--- src/psa_defines.svh ---
// register indices, field positions and reset values of the protection alarm event block
`ifndef PSA_DEFINES_SVH
`define PSA_DEFINES_SVH

// ----------------------------------------------------------------------------
// register indices (byte address = index * 4)
// ----------------------------------------------------------------------------
`define PSA_IDX_FLAGS    8'h42
`define PSA_IDX_ENABLE   8'h43
`define PSA_IDX_MASK     8'h44
`define PSA_IDX_LIVE     8'h45

// ----------------------------------------------------------------------------
// field positions and layouts
// ----------------------------------------------------------------------------
`define PSA_BIT_SIGDEG   0
`define PSA_BIT_SIGFAIL  1
`define PSA_BIT_SWBYTE   4
`define PSA_FLAG_MASK    8'h13
`define PSA_DUAL_MASK    8'h03

// ----------------------------------------------------------------------------
// reset values
// ----------------------------------------------------------------------------
`define PSA_FLAGS_RESET  8'h00
`define PSA_ENABLE_RESET 8'h00
`define PSA_MASK_RESET   8'h00
`define PSA_DATA_RESET   32'h0000_0000

`endif

--- src/psa_pkg.sv ---
// types shared by the protection alarm event block
package psa_pkg;

    // ------------------------------------------------------------------------
    // register selection
    // ------------------------------------------------------------------------
    typedef enum {
        PSA_SEL_NONE,
        PSA_SEL_FLAGS,
        PSA_SEL_ENABLE,
        PSA_SEL_MASK,
        PSA_SEL_LIVE
    } psa_reg_sel_t;

    // ------------------------------------------------------------------------
    // state of the top module
    // ------------------------------------------------------------------------
    typedef struct packed {
        logic [7:0]  flags;
        logic [7:0]  enable;
        logic [7:0]  mask;
        logic [31:0] rdata;
        logic        ready;
        logic        slvErr;
        logic        irq;
    } psa_top_state_t;

    // state of the edge detector
    typedef struct packed {
        logic [7:0] prev;
        logic       armed;
    } psa_edge_state_t;

endpackage : psa_pkg

--- src/psa_event_detect.sv ---
// per-bit transition detector for enabled alarm status signals
`timescale 1ns/1ns
`include "psa_defines.svh"
module psa_event_detect
    import psa_pkg::*;
#(
    parameter int         WIDTH     = 8,
    parameter logic [7:0] DUAL_MASK = `PSA_DUAL_MASK
)
(
    input  wire logic             clock,
    input  wire logic             resetSync_n,
    input  wire logic [WIDTH-1:0] statusIn,
    input  wire logic [WIDTH-1:0] enableIn,
    output logic      [WIDTH-1:0] eventOut,
    output logic                  armed
);

    psa_edge_state_t s_reg;
    psa_edge_state_t s_next;

    // ------------------------------------------------------------------------
    // edge classification
    // ------------------------------------------------------------------------
    // nothing fires until one sample is held, so a level present at reset
    // release is not taken for a transition
    for (genvar b = 0; b < WIDTH; b++) begin : g_bit
        if (DUAL_MASK[b]) begin : g_dual
            assign eventOut[b] = s_reg.armed && enableIn[b] && (statusIn[b] ^ s_reg.prev[b]);
        end else begin : g_single
            assign eventOut[b] = s_reg.armed && enableIn[b] && statusIn[b] && !s_reg.prev[b];
        end
    end

    always_comb begin
        s_next       = s_reg;
        s_next.prev  = 8'(statusIn);
        s_next.armed = 1'b1;
    end

    always_ff @(posedge clock or negedge resetSync_n) begin
        if (!resetSync_n) begin
            s_reg <= '0;
        end else begin
            s_reg <= s_next;
        end
    end

    assign armed = s_reg.armed;

endmodule : psa_event_detect

--- src/psa_reset_sync.sv ---
// reset release synchroniser: asynchronous assertion, two-flop release
`timescale 1ns/1ns
module psa_reset_sync
    import psa_pkg::*;
(
    input  wire logic clock,
    input  wire logic reset_n,
    output logic      resetSync_n
);

    logic [1:0] stage_reg;
    logic [1:0] stage_next;

    // ------------------------------------------------------------------------
    // shift chain
    // ------------------------------------------------------------------------
    // first stage feeds only the second, so a late release cannot glitch logic
    always_comb begin
        stage_next = {stage_reg[0], 1'b1};
    end

    always_ff @(posedge clock or negedge reset_n) begin
        if (!reset_n) begin
            stage_reg <= 2'b00;
        end else begin
            stage_reg <= stage_next;
        end
    end

    assign resetSync_n = stage_reg[1];

endmodule : psa_reset_sync

--- src/psa_top.sv ---
// protection alarm event flags with APB register access and interrupt output
//
// How it works
// - bit 4 sets on enabled rising edge of switch byte failure.
// - bit 1 sets on any enabled edge of signal fail.
// - bit 0 sets on any enabled edge of signal degrade.
// - dual-event flags react to both rising and falling status edges.
// - single-event flags react to rising edges only.
// - a flag sets only while its enable bit is set.
// - reading the event register at index 0x42 clears its flags.
// - bits 7, 6, 5, 3 and 2 read as zero.
`timescale 1ns/1ns
`include "psa_defines.svh"
module psa_top
    import psa_pkg::*;
#(
    parameter int ADDR_W = 12
)
(
    input  wire logic              clock,
    input  wire logic              reset_n,
    input  wire logic [ADDR_W-1:0] paddr,
    input  wire logic              psel,
    input  wire logic              penable,
    input  wire logic              pwrite,
    input  wire logic [31:0]       pwdata,
    output logic      [31:0]       prdata,
    output logic                   pready,
    output logic                   pslverr,
    output logic                   irq,
    input  wire logic              switchByteFailure,
    input  wire logic              signalFail,
    input  wire logic              signalDegrade
);

    // ------------------------------------------------------------------------
    // declarations
    // ------------------------------------------------------------------------
    psa_top_state_t s_reg;
    psa_top_state_t s_next;
    logic           resetSync_n;
    logic [7:0]     statusVec;
    logic [7:0]     eventVec;
    logic           armed;
    logic           setupPhase;
    logic           accessDone;
    logic           readClear;
    logic [7:0]     clearBits;
    psa_reg_sel_t   setupSel;
    psa_reg_sel_t   doneSel;

    // ------------------------------------------------------------------------
    // helpers
    // ------------------------------------------------------------------------
    // word decode; misaligned or unlisted addresses map to nothing
    function automatic psa_reg_sel_t regDecode(input logic [ADDR_W-1:0] addr);
        psa_reg_sel_t sel;
        logic [ADDR_W-3:0] idx;
        sel = PSA_SEL_NONE;
        idx = addr[ADDR_W-1:2];
        if (addr[1:0] == 2'b00) begin
            if (idx == (ADDR_W-2)'(`PSA_IDX_FLAGS)) begin
                sel = PSA_SEL_FLAGS;
            end else if (idx == (ADDR_W-2)'(`PSA_IDX_ENABLE)) begin
                sel = PSA_SEL_ENABLE;
            end else if (idx == (ADDR_W-2)'(`PSA_IDX_MASK)) begin
                sel = PSA_SEL_MASK;
            end else if (idx == (ADDR_W-2)'(`PSA_IDX_LIVE)) begin
                sel = PSA_SEL_LIVE;
            end
        end
        return sel;
    endfunction : regDecode

    // ------------------------------------------------------------------------
    // submodules
    // ------------------------------------------------------------------------
    psa_reset_sync u_reset_sync (
        .clock       (clock),
        .reset_n     (reset_n),
        .resetSync_n (resetSync_n)
    );

    // alarm sources gathered in register layout
    always_comb begin
        statusVec                    = 8'h00;
        statusVec[`PSA_BIT_SWBYTE]   = switchByteFailure;
        statusVec[`PSA_BIT_SIGFAIL]  = signalFail;
        statusVec[`PSA_BIT_SIGDEG]   = signalDegrade;
    end

    psa_event_detect #(
        .WIDTH     (8),
        .DUAL_MASK (`PSA_DUAL_MASK)
    ) u_event_detect (
        .clock       (clock),
        .resetSync_n (resetSync_n),
        .statusIn    (statusVec),
        .enableIn    (s_reg.enable),
        .eventOut    (eventVec),
        .armed       (armed)
    );

    // ------------------------------------------------------------------------
    // next state
    // ------------------------------------------------------------------------
    // zero wait state slave: data is captured in setup, ready in the access
    // cycle; the read clears only the bits it returned, so an event that lands
    // between capture and completion stays pending
    always_comb begin
        s_next     = s_reg;
        setupPhase = psel && !penable;
        accessDone = psel && penable && s_reg.ready;
        setupSel   = regDecode(paddr);
        doneSel    = setupSel;
        readClear  = accessDone && !pwrite && (doneSel == PSA_SEL_FLAGS);
        clearBits  = readClear ? s_reg.rdata[7:0] : 8'h00;

        // bus response
        s_next.ready = setupPhase;
        if (setupPhase) begin
            s_next.slvErr = (setupSel == PSA_SEL_NONE);
            unique case (setupSel)
                PSA_SEL_NONE:   s_next.rdata = `PSA_DATA_RESET;
                PSA_SEL_FLAGS:  s_next.rdata = 32'(s_reg.flags & `PSA_FLAG_MASK);
                PSA_SEL_ENABLE: s_next.rdata = 32'(s_reg.enable);
                PSA_SEL_MASK:   s_next.rdata = 32'(s_reg.mask);
                PSA_SEL_LIVE:   s_next.rdata = 32'(statusVec);
            endcase
        end

        // flags: set beats clear
        s_next.flags = ((s_reg.flags & ~clearBits) | eventVec) & `PSA_FLAG_MASK;

        // software writes; the event register itself ignores writes
        if (accessDone && pwrite) begin
            unique case (doneSel)
                PSA_SEL_ENABLE: s_next.enable = pwdata[7:0] & `PSA_FLAG_MASK;
                PSA_SEL_MASK:   s_next.mask   = pwdata[7:0] & `PSA_FLAG_MASK;
                PSA_SEL_NONE, PSA_SEL_FLAGS, PSA_SEL_LIVE: begin
                end
            endcase
        end

        // level interrupt from unmasked pending flags
        s_next.irq = |(s_next.flags & s_next.mask);
    end

    // ------------------------------------------------------------------------
    // state register
    // ------------------------------------------------------------------------
    always_ff @(posedge clock or negedge resetSync_n) begin
        if (!resetSync_n) begin
            s_reg.flags  <= `PSA_FLAGS_RESET;
            s_reg.enable <= `PSA_ENABLE_RESET;
            s_reg.mask   <= `PSA_MASK_RESET;
            s_reg.rdata  <= `PSA_DATA_RESET;
            s_reg.ready  <= 1'b0;
            s_reg.slvErr <= 1'b0;
            s_reg.irq    <= 1'b0;
        end else begin
            s_reg <= s_next;
        end
    end

    assign prdata  = s_reg.rdata;
    assign pready  = s_reg.ready;
    assign pslverr = s_reg.slvErr;
    assign irq     = s_reg.irq;
endmodule : psa_top

--- config.mk ---
export PLATFORM = sky130hd
export DESIGN_NAME = psa_top
export DESIGN_NICKNAME = d
export VERILOG_FILES = /design/src/psa_pkg.sv /design/src/psa_event_detect.sv /design/src/psa_reset_sync.sv /design/src/psa_top.sv
export VERILOG_INCLUDE_DIRS = /design/src
export SDC_FILE = /design/constraint.sdc
export NUM_CORES = 1
export LEC_CHECK = 0
export BUFFER_PORTS_ARGS = -buffer_cell sky130_fd_sc_hd__buf_2
export CELL_PAD_IN_SITES_DETAIL_PLACEMENT = 0
export CELL_PAD_IN_SITES_GLOBAL_PLACEMENT = 2
export CORE_MARGIN = 3
export CORE_UTILIZATION = 22
export CTS_BUF_LIST = sky130_fd_sc_hd__clkbuf_4 sky130_fd_sc_hd__clkbuf_8
export CTS_CLUSTER_DIAMETER = 200
export DETAILED_ROUTE_END_ITERATION = 10
export PLACE_DENSITY_LB_ADDON = 0.05
export SLEW_MARGIN = 20
export SYNTH_ARGS = -nofsm -noshare
export SYNTH_HDL_FRONTEND = slang
export SYNTH_SLANG_ARGS = --single-unit
--- constraint.sdc ---
create_clock -name clock -period 0.8 [get_ports clock]
set_input_delay 0.12 -clock clock [delete_from_list [all_inputs] [get_ports clock]]
set_output_delay 0.12 -clock clock [all_outputs]
set_load 0.05 [all_outputs]
==> flow_metrics.tcl, run 1 <==
set metrics [dict create \
    status "finished, violations left" \
    violations "negative setup slack" \
    drt_iter0_markers 27 \
    cts_max_level 1 \
    relSlewSlack_pct 64.8 \
    wl_um 2930 \
    finalHoldViolations 0 \
    syn_inst 112 \
    grt_usage_pct 9.63 \
    dp.cells 224 \
    antenna_found_initial 0 \
    synth_top_area_cell "dfrtp_1" \
    gp_congestion 0.837 \
    crit_chain "buf_6 > or4b_4 > nor4_4 > buf_6 > o21ai_4 > buf_6 > mux2_4" \
    clock-sinks 21 \
    cts_buffer_depth 2 \
    grt_pass1_vias 952 \
    netlist_area_um2 1190 \
    seqCellArea_um2 526 \
    syn_area_per_cell_um2 10.6 \
    nNetsFinal 218 \
    crit_type "input port to flip-flop" \
    critPathMaxFanout 6 \
    ys_ff_latch 21 \
    core_area_um2 5170 \
    syn2layout_area_growth_pct 48.9 \
    ir_drop_mv 0.732 \
    grt_overflow_total 0 \
    die_w_um 79.5 \
    die_h_um 79.5 \
    fmax_ghz 0.629 \
    setup_violations 20 \
    power_density_nw_per_um2 1320 \
    vias 894 \
    dieArea_um2 6310 \
    clkTransAtPathRegs_ns 0.07 \
    via_per_inst 3.80 \
    rows 26 \
    final_antenna_net_count 0 \
    ys_warn_count 0 \
    slowest_stage "or4b_4" \
    drc 0 \
    drive_gt1_share_pct 49.1 \
    rsz0062_at_grt "yes" \
    initial_utilization_pct 23.0 \
    multi_input_area_um2 662 \
    crit_arrival_ns 1.73 \
    finalCriticalPeriod_ns 1.59 \
    cp-end-kind "flip-flop" \
    finalCritPeriodShare_pct 199 \
    fin_worst_skew_ns 0.00262 \
    slowest_delay_ns 0.54 \
    cts_buffers 3 \
    power.total_w 0.00234 \
    max_slew.worst_pin.slew_ns 0.529 \
    cap_violations 0 \
    wl_per_cell_um 12.5 \
    n_fill_cell 539 \
    setup_ws_ns -0.789 \
    grt_pass1_wl_um 4780 \
    io_pins 87 \
    antenna_cells 0 \
    instances_no_fill 235 \
    dpl.hpwl_um 2340 \
    drt-pass1-iter-count 4 \
    place_ws_ns -1.14 \
    utilization_pct 34.2 \
    clkLatencyLatePin_ns 0.25 \
    slew_viol_final 0 \
    cp_common_cell "buf_6" \
    crit_required_ns 0.94 \
    cts-root-buf "clkbuf_8" \
    largest_reg_flops 9 \
    synthDistinctLibCells 32 \
    leakagePower_nw 0.898 \
    cts_tree "done" \
    synth_seq_area_share_pct 44.3 \
    start_kind "input port" \
    port_buffers 28 \
    grt_max_degree 20 \
    yosys-top-cells-area "dfrtp_1 (44%), buf_4 (20%), mux2_2 (3.8%)" \
    synth_top_area_share_pct 44.3 \
    worstHoldPathType "input port to flip-flop" \
]
-- cells in the final DEF (no fill, tap or decap), types with 2 or more instances in the layout --
cell           Yosys  routed
inv_1              6       5
mux2_4             0       4
a22oi_1            3       3
a221oi_1           3       3
a2111oi_4          0       3
xor2_1             2       2
clkbuf_8           0       3
dfrtp_1           21      21
a21o_1             3       3
buf_2              0      21
conb_1             2      31
buf_8              0       3
buf_4             32      17
nor2b_1            2       2
buf_6              0      11
or2_4              0       2
dlygate4sd3_1      0       2
and3_1             4       3
nand3_1            3       2
-- synthesized netlist by cell type, drive strengths merged --
master and number:
a221oi 3, nor3b 1, nand2b 1, nor2b 2
or3 1, and3 5, a21o 3, mux2 4
a2111oi 3, mux2i 2, and4b 1, nor4 1
or4b 1, clkbuf 2, conb 2, o22ai 1
buf 32, nand2 2, nor2 2, or2 2
xor2 2, inv 6, a21boi 1, o21ai 1
a21oi 1, a22oi 3, a31oi 1, dfrtp 21
o221ai 1, nand3 3, a32oi 1
-- stage by stage --
stage	setup TNS [ns]	cell area [um^2]	hold WS, ns
floorplan	-11.13	1310	-0.176
global placement	-14.13	1430	-0.0950
detailed placement	-14.58	1430	-0.0923
CTS	-11.06	1700	0.0113
global route	-11.86	1770	0.00164
finish	-10.79	1770	0.0148
-- logic make-up (layout without fill, tap and decap cells) --
group	count (synthesis)	after routing	share of synthesized area, %
buffers and inverters	40	64	22.8
AND/OR/NAND/NOR	22	22	12.9
flip-flops	21	21	44.3
AO/OA/AOI/OAI	19	19	12.5
multiplexers	6	6	5.48
other	2	31	0.632
XOR/XNOR	2	2	1.48
-- final cells by class --
class / count / share of cell area, %
Multi-Input combinational cell: 80 / 37.4
Tap cell: 70 / 4.95
Timing Repair Buffer: 54 / 23.8
Clock buffer: 4 / 2.76
Inverter: 6 / 1.27
Sequential cell: 21 / 29.7
-- worst max-delay path, delay by kind of cell --
family / cells / cell delay [ns]
mux: 1 / 0.25
simple gates: 2 / 0.86
buf+inv: 3 / 0.41
compound gates: 1 / 0.10
-- worst paths after layout --
check,to,cells past startpoint,slack [ns],from
min in group asynchronous,u_reset_sync.stage_reg[0],2,0.17,reset_n
max in group asynchronous,s_reg[39],1,0.39,u_reset_sync.stage_reg[1]
setup / recovery,pslverr,7,-0.79,paddr[7]
hold reg to reg,s_reg[52],1,0.20,u_reset_sync.stage_reg[1]
hold / removal,u_event_detect.s_reg[2],1,0.01,signalFail
setup reg to reg,s_reg[47],5,-0.65,pready
-- metal layers --
metal	track usage, %	up-vias	routed length [um]
met1	12.4	419	1280
li1	-	440	-
met3	1.81	2	191
met2	16.4	33	1440
met4	2.58	0	19
met5	0	-	0
-- timing repair --
| item | 4_1_cts | 5_1_grt |
|---|---|---|
| setup endpoints to repair | 20 | 20 |
| pin swaps | 5 | 2 |
| hold buffers | 2 | 0 |
| gates resized for setup | 39 | 12 |
| setup buffers | 5 | 0 |
| hold endpoints to repair | 3 | 0 |
-- power breakdown --
part	internal, W	switching, W
logic	0.000111	0.000431
clock network	0.000388	0.000321
registers	0.00108	0.00000716
total	0.00158	0.000759
Power figures use the tool's default switching activity.
==> run 2, diff against run 1 <==
--- a/config.mk
+++ b/config.mk
@@ -9,13 +9,12 @@
 export BUFFER_PORTS_ARGS = -buffer_cell sky130_fd_sc_hd__buf_2
 export CELL_PAD_IN_SITES_DETAIL_PLACEMENT = 0
 export CELL_PAD_IN_SITES_GLOBAL_PLACEMENT = 2
-export CORE_MARGIN = 3
+export CORE_MARGIN = 2
 export CORE_UTILIZATION = 22
 export CTS_BUF_LIST = sky130_fd_sc_hd__clkbuf_4 sky130_fd_sc_hd__clkbuf_8
 export CTS_CLUSTER_DIAMETER = 200
 export DETAILED_ROUTE_END_ITERATION = 10
 export PLACE_DENSITY_LB_ADDON = 0.05
-export SLEW_MARGIN = 20
 export SYNTH_ARGS = -nofsm -noshare
 export SYNTH_HDL_FRONTEND = slang
 export SYNTH_SLANG_ARGS = --single-unit
==> run 2 against run 1 <==
- cell area decreased by 0.50%
- sequential cell count unchanged
- sequential share of layout area increased by 0.15 points
- largest power group unchanged
- via count increased by 4.1%
- non-clock buffer count increased by 7
- setup slack improved by 0.050 ns
- critical path depth unchanged
- first-iteration DRC count decreased by 22%
- clock power decreased by 3.4%
- the flow still finishes with violations (negative setup slack)
- combinational power increased by 1%
- routed wire length decreased by 2.5%
==> flow_metrics.tcl, run 2 (synthesis results as in run 1) <==
set metrics [dict create \
    ir_drop_mv 0.590 \
    antenna_found_initial 0 \
    cts_buffer_depth 2 \
    p_sw_share_pct 33.3 \
    seqCellArea_um2 526 \
    wl_per_cell_um 11.8 \
    dieArea_um2 6000 \
    port_buffers 28 \
    p_int_w 0.00155 \
    clock-sinks 21 \
    gp_congestion 0.794 \
    rsz0062_at_grt "yes" \
    violations "negative setup slack" \
    utilization_pct 34.0 \
    dpl.hpwl_um 2260 \
    power.total_w 0.00232 \
    leakagePower_nw 0.920 \
    drive_gt1_share_pct 47.7 \
    mostFrequentLayoutCell "conb_1" \
    crit_arrival_ns 1.69 \
    cp-end-kind "flip-flop" \
    drc 0 \
    cts-root-buf "clkbuf_8" \
    grt_usage_pct 9.89 \
    initial_utilization_pct 23.0 \
    cts_buffers 3 \
    vias 931 \
    slew_viol_final 0 \
    cap_violations 0 \
    syn2layout_area_growth_pct 48.2 \
    wl_um 2860 \
    pwr-share-clk_pct 29.5 \
    p_comb_share_pct 23.7 \
    final_antenna_net_count 0 \
    antenna_cells 0 \
    rows 26 \
    worstHoldPathType "input port to flip-flop" \
    clkTransAtPathRegs_ns 0.08 \
    largest_reg_flops 9 \
    start_kind "input port" \
    grt_max_degree 20 \
    n_fill_cell 554 \
    layout_common_cells "conb_1 (31), buf_4 (25), buf_2 (21), dfrtp_1 (21), buf_6 (8)" \
    crit_required_ns 0.95 \
    finalCritPeriodShare_pct 192 \
    seqPwrFrac_pct 46.8 \
    r2r_cells 5 \
    crit_type "input port to flip-flop" \
    finalHoldViolations 0 \
    clkLatencyLatePin_ns 0.26 \
    dp.cells 226 \
    cts_tree "done" \
    hold-path-cell-count 2 \
    power_density_nw_per_um2 1320 \
    nNetsFinal 225 \
    drt-pass1-iter-count 4 \
    grt_overflow_total 0 \
    core_area_um2 5170 \
    via_per_inst 3.85 \
    switching_power_w 0.000773 \
    instances_no_fill 242 \
    die_h_um 77.5 \
    setup_violations 20 \
    io_pins 87 \
    drt_iter0_markers 21 \
    multi_input_area_um2 609 \
    fin_worst_skew_ns 0.00698 \
    fmax_ghz 0.650 \
    cts_max_level 1 \
    finalCriticalPeriod_ns 1.54 \
    die_w_um 77.5 \
    grt_pass1_vias 980 \
    status "finished, violations left" \
    setup_ws_ns -0.739 \
    grt_pass1_wl_um 4550 \
    critPathMaxFanout 6 \
]
==> run 2: cell types whose count changed in the layout (fill, tap and decap cells not counted), moves of 2 or more <==
cell / before / now
buf_4: 17 / 25
buf_6: 11 / 8
dlygate4sd3_1: 2 / 4
mux2_2: 0 / 3
mux2_4: 4 / 1
==> run 2: worst max-delay path: stages <==
cell and delay [ns]:
buf_6 0.09, or4b_4 0.53, nor4_4 0.27, buf_4 0.20
o21ai_4 0.10, buf_6 0.13, mux2_4 0.24
==> run 2: metal layers <==
metal	global-route usage (%)	routed length, um
met1	12.0	1260
met2	17.0	1390
met3	1.98	163
met4	4.29	40
met5	0	0
==> run 2: final timing paths <==
path                                      startpoint                        end  slack [ns]
setup / recovery                            paddr[7]                    pslverr       -0.74
hold / removal                             pwdata[1]                  s_reg[44]        0.12
setup reg to reg                              pready                  s_reg[47]       -0.64
hold reg to reg            u_reset_sync.stage_reg[1]                  prdata[0]        0.21
max in group asynchronous  u_reset_sync.stage_reg[1]    u_event_detect.s_reg[5]        0.38
min in group asynchronous                    reset_n  u_reset_sync.stage_reg[0]        0.15
==> run 2: layout make-up <==
type	instances	share of cell area, %
timing repair buffer	61	26.6
clock inverter	1	0.284
sequential	21	29.9
tap	70	4.98
inverter	6	1.28
multi-input combinational	80	34.6
clock buffer	3	2.35
==> run 2: per-stage QoR <==
stage / setup WS [ns] / TNS (ns) / area, um^2 / hold slack, ns
floorplan: -0.939 / -11.13 / 1310 / -0.176
global placement: -1.11 / -14.09 / 1450 / -0.0948
detailed placement: -1.12 / -14.32 / 1450 / -0.0929
CTS: -0.745 / -10.71 / 1720 / 0.105
global route: -0.835 / -11.89 / 1760 / 0.102
finish: -0.739 / -10.39 / 1760 / 0.116
==> run 2: repair_timing <==
item / 4_1_cts / 5_1_grt
setup endpoints to repair: 20 / 20
hold endpoints to repair: 5 / 0
pin swaps: 2 / 2
hold buffers: 4 / 0
gates resized for setup: 35 / 2
gates cloned: 0 / 0
setup buffers: 6 / 2
==> run 2: power groups by stage <==
stage,combinational [W],clock (W),sequential (W)
2_1_floorplan,0.000460,0,0.00113
3_3_place_gp,0.000507,0,0.00111
3_5_place_dp,0.000504,0,0.00111
4_1_cts,0.000545,0.000742,0.00109
5_1_grt,0.000584,0.000785,0.00109
6_report,0.000550,0.000685,0.00109
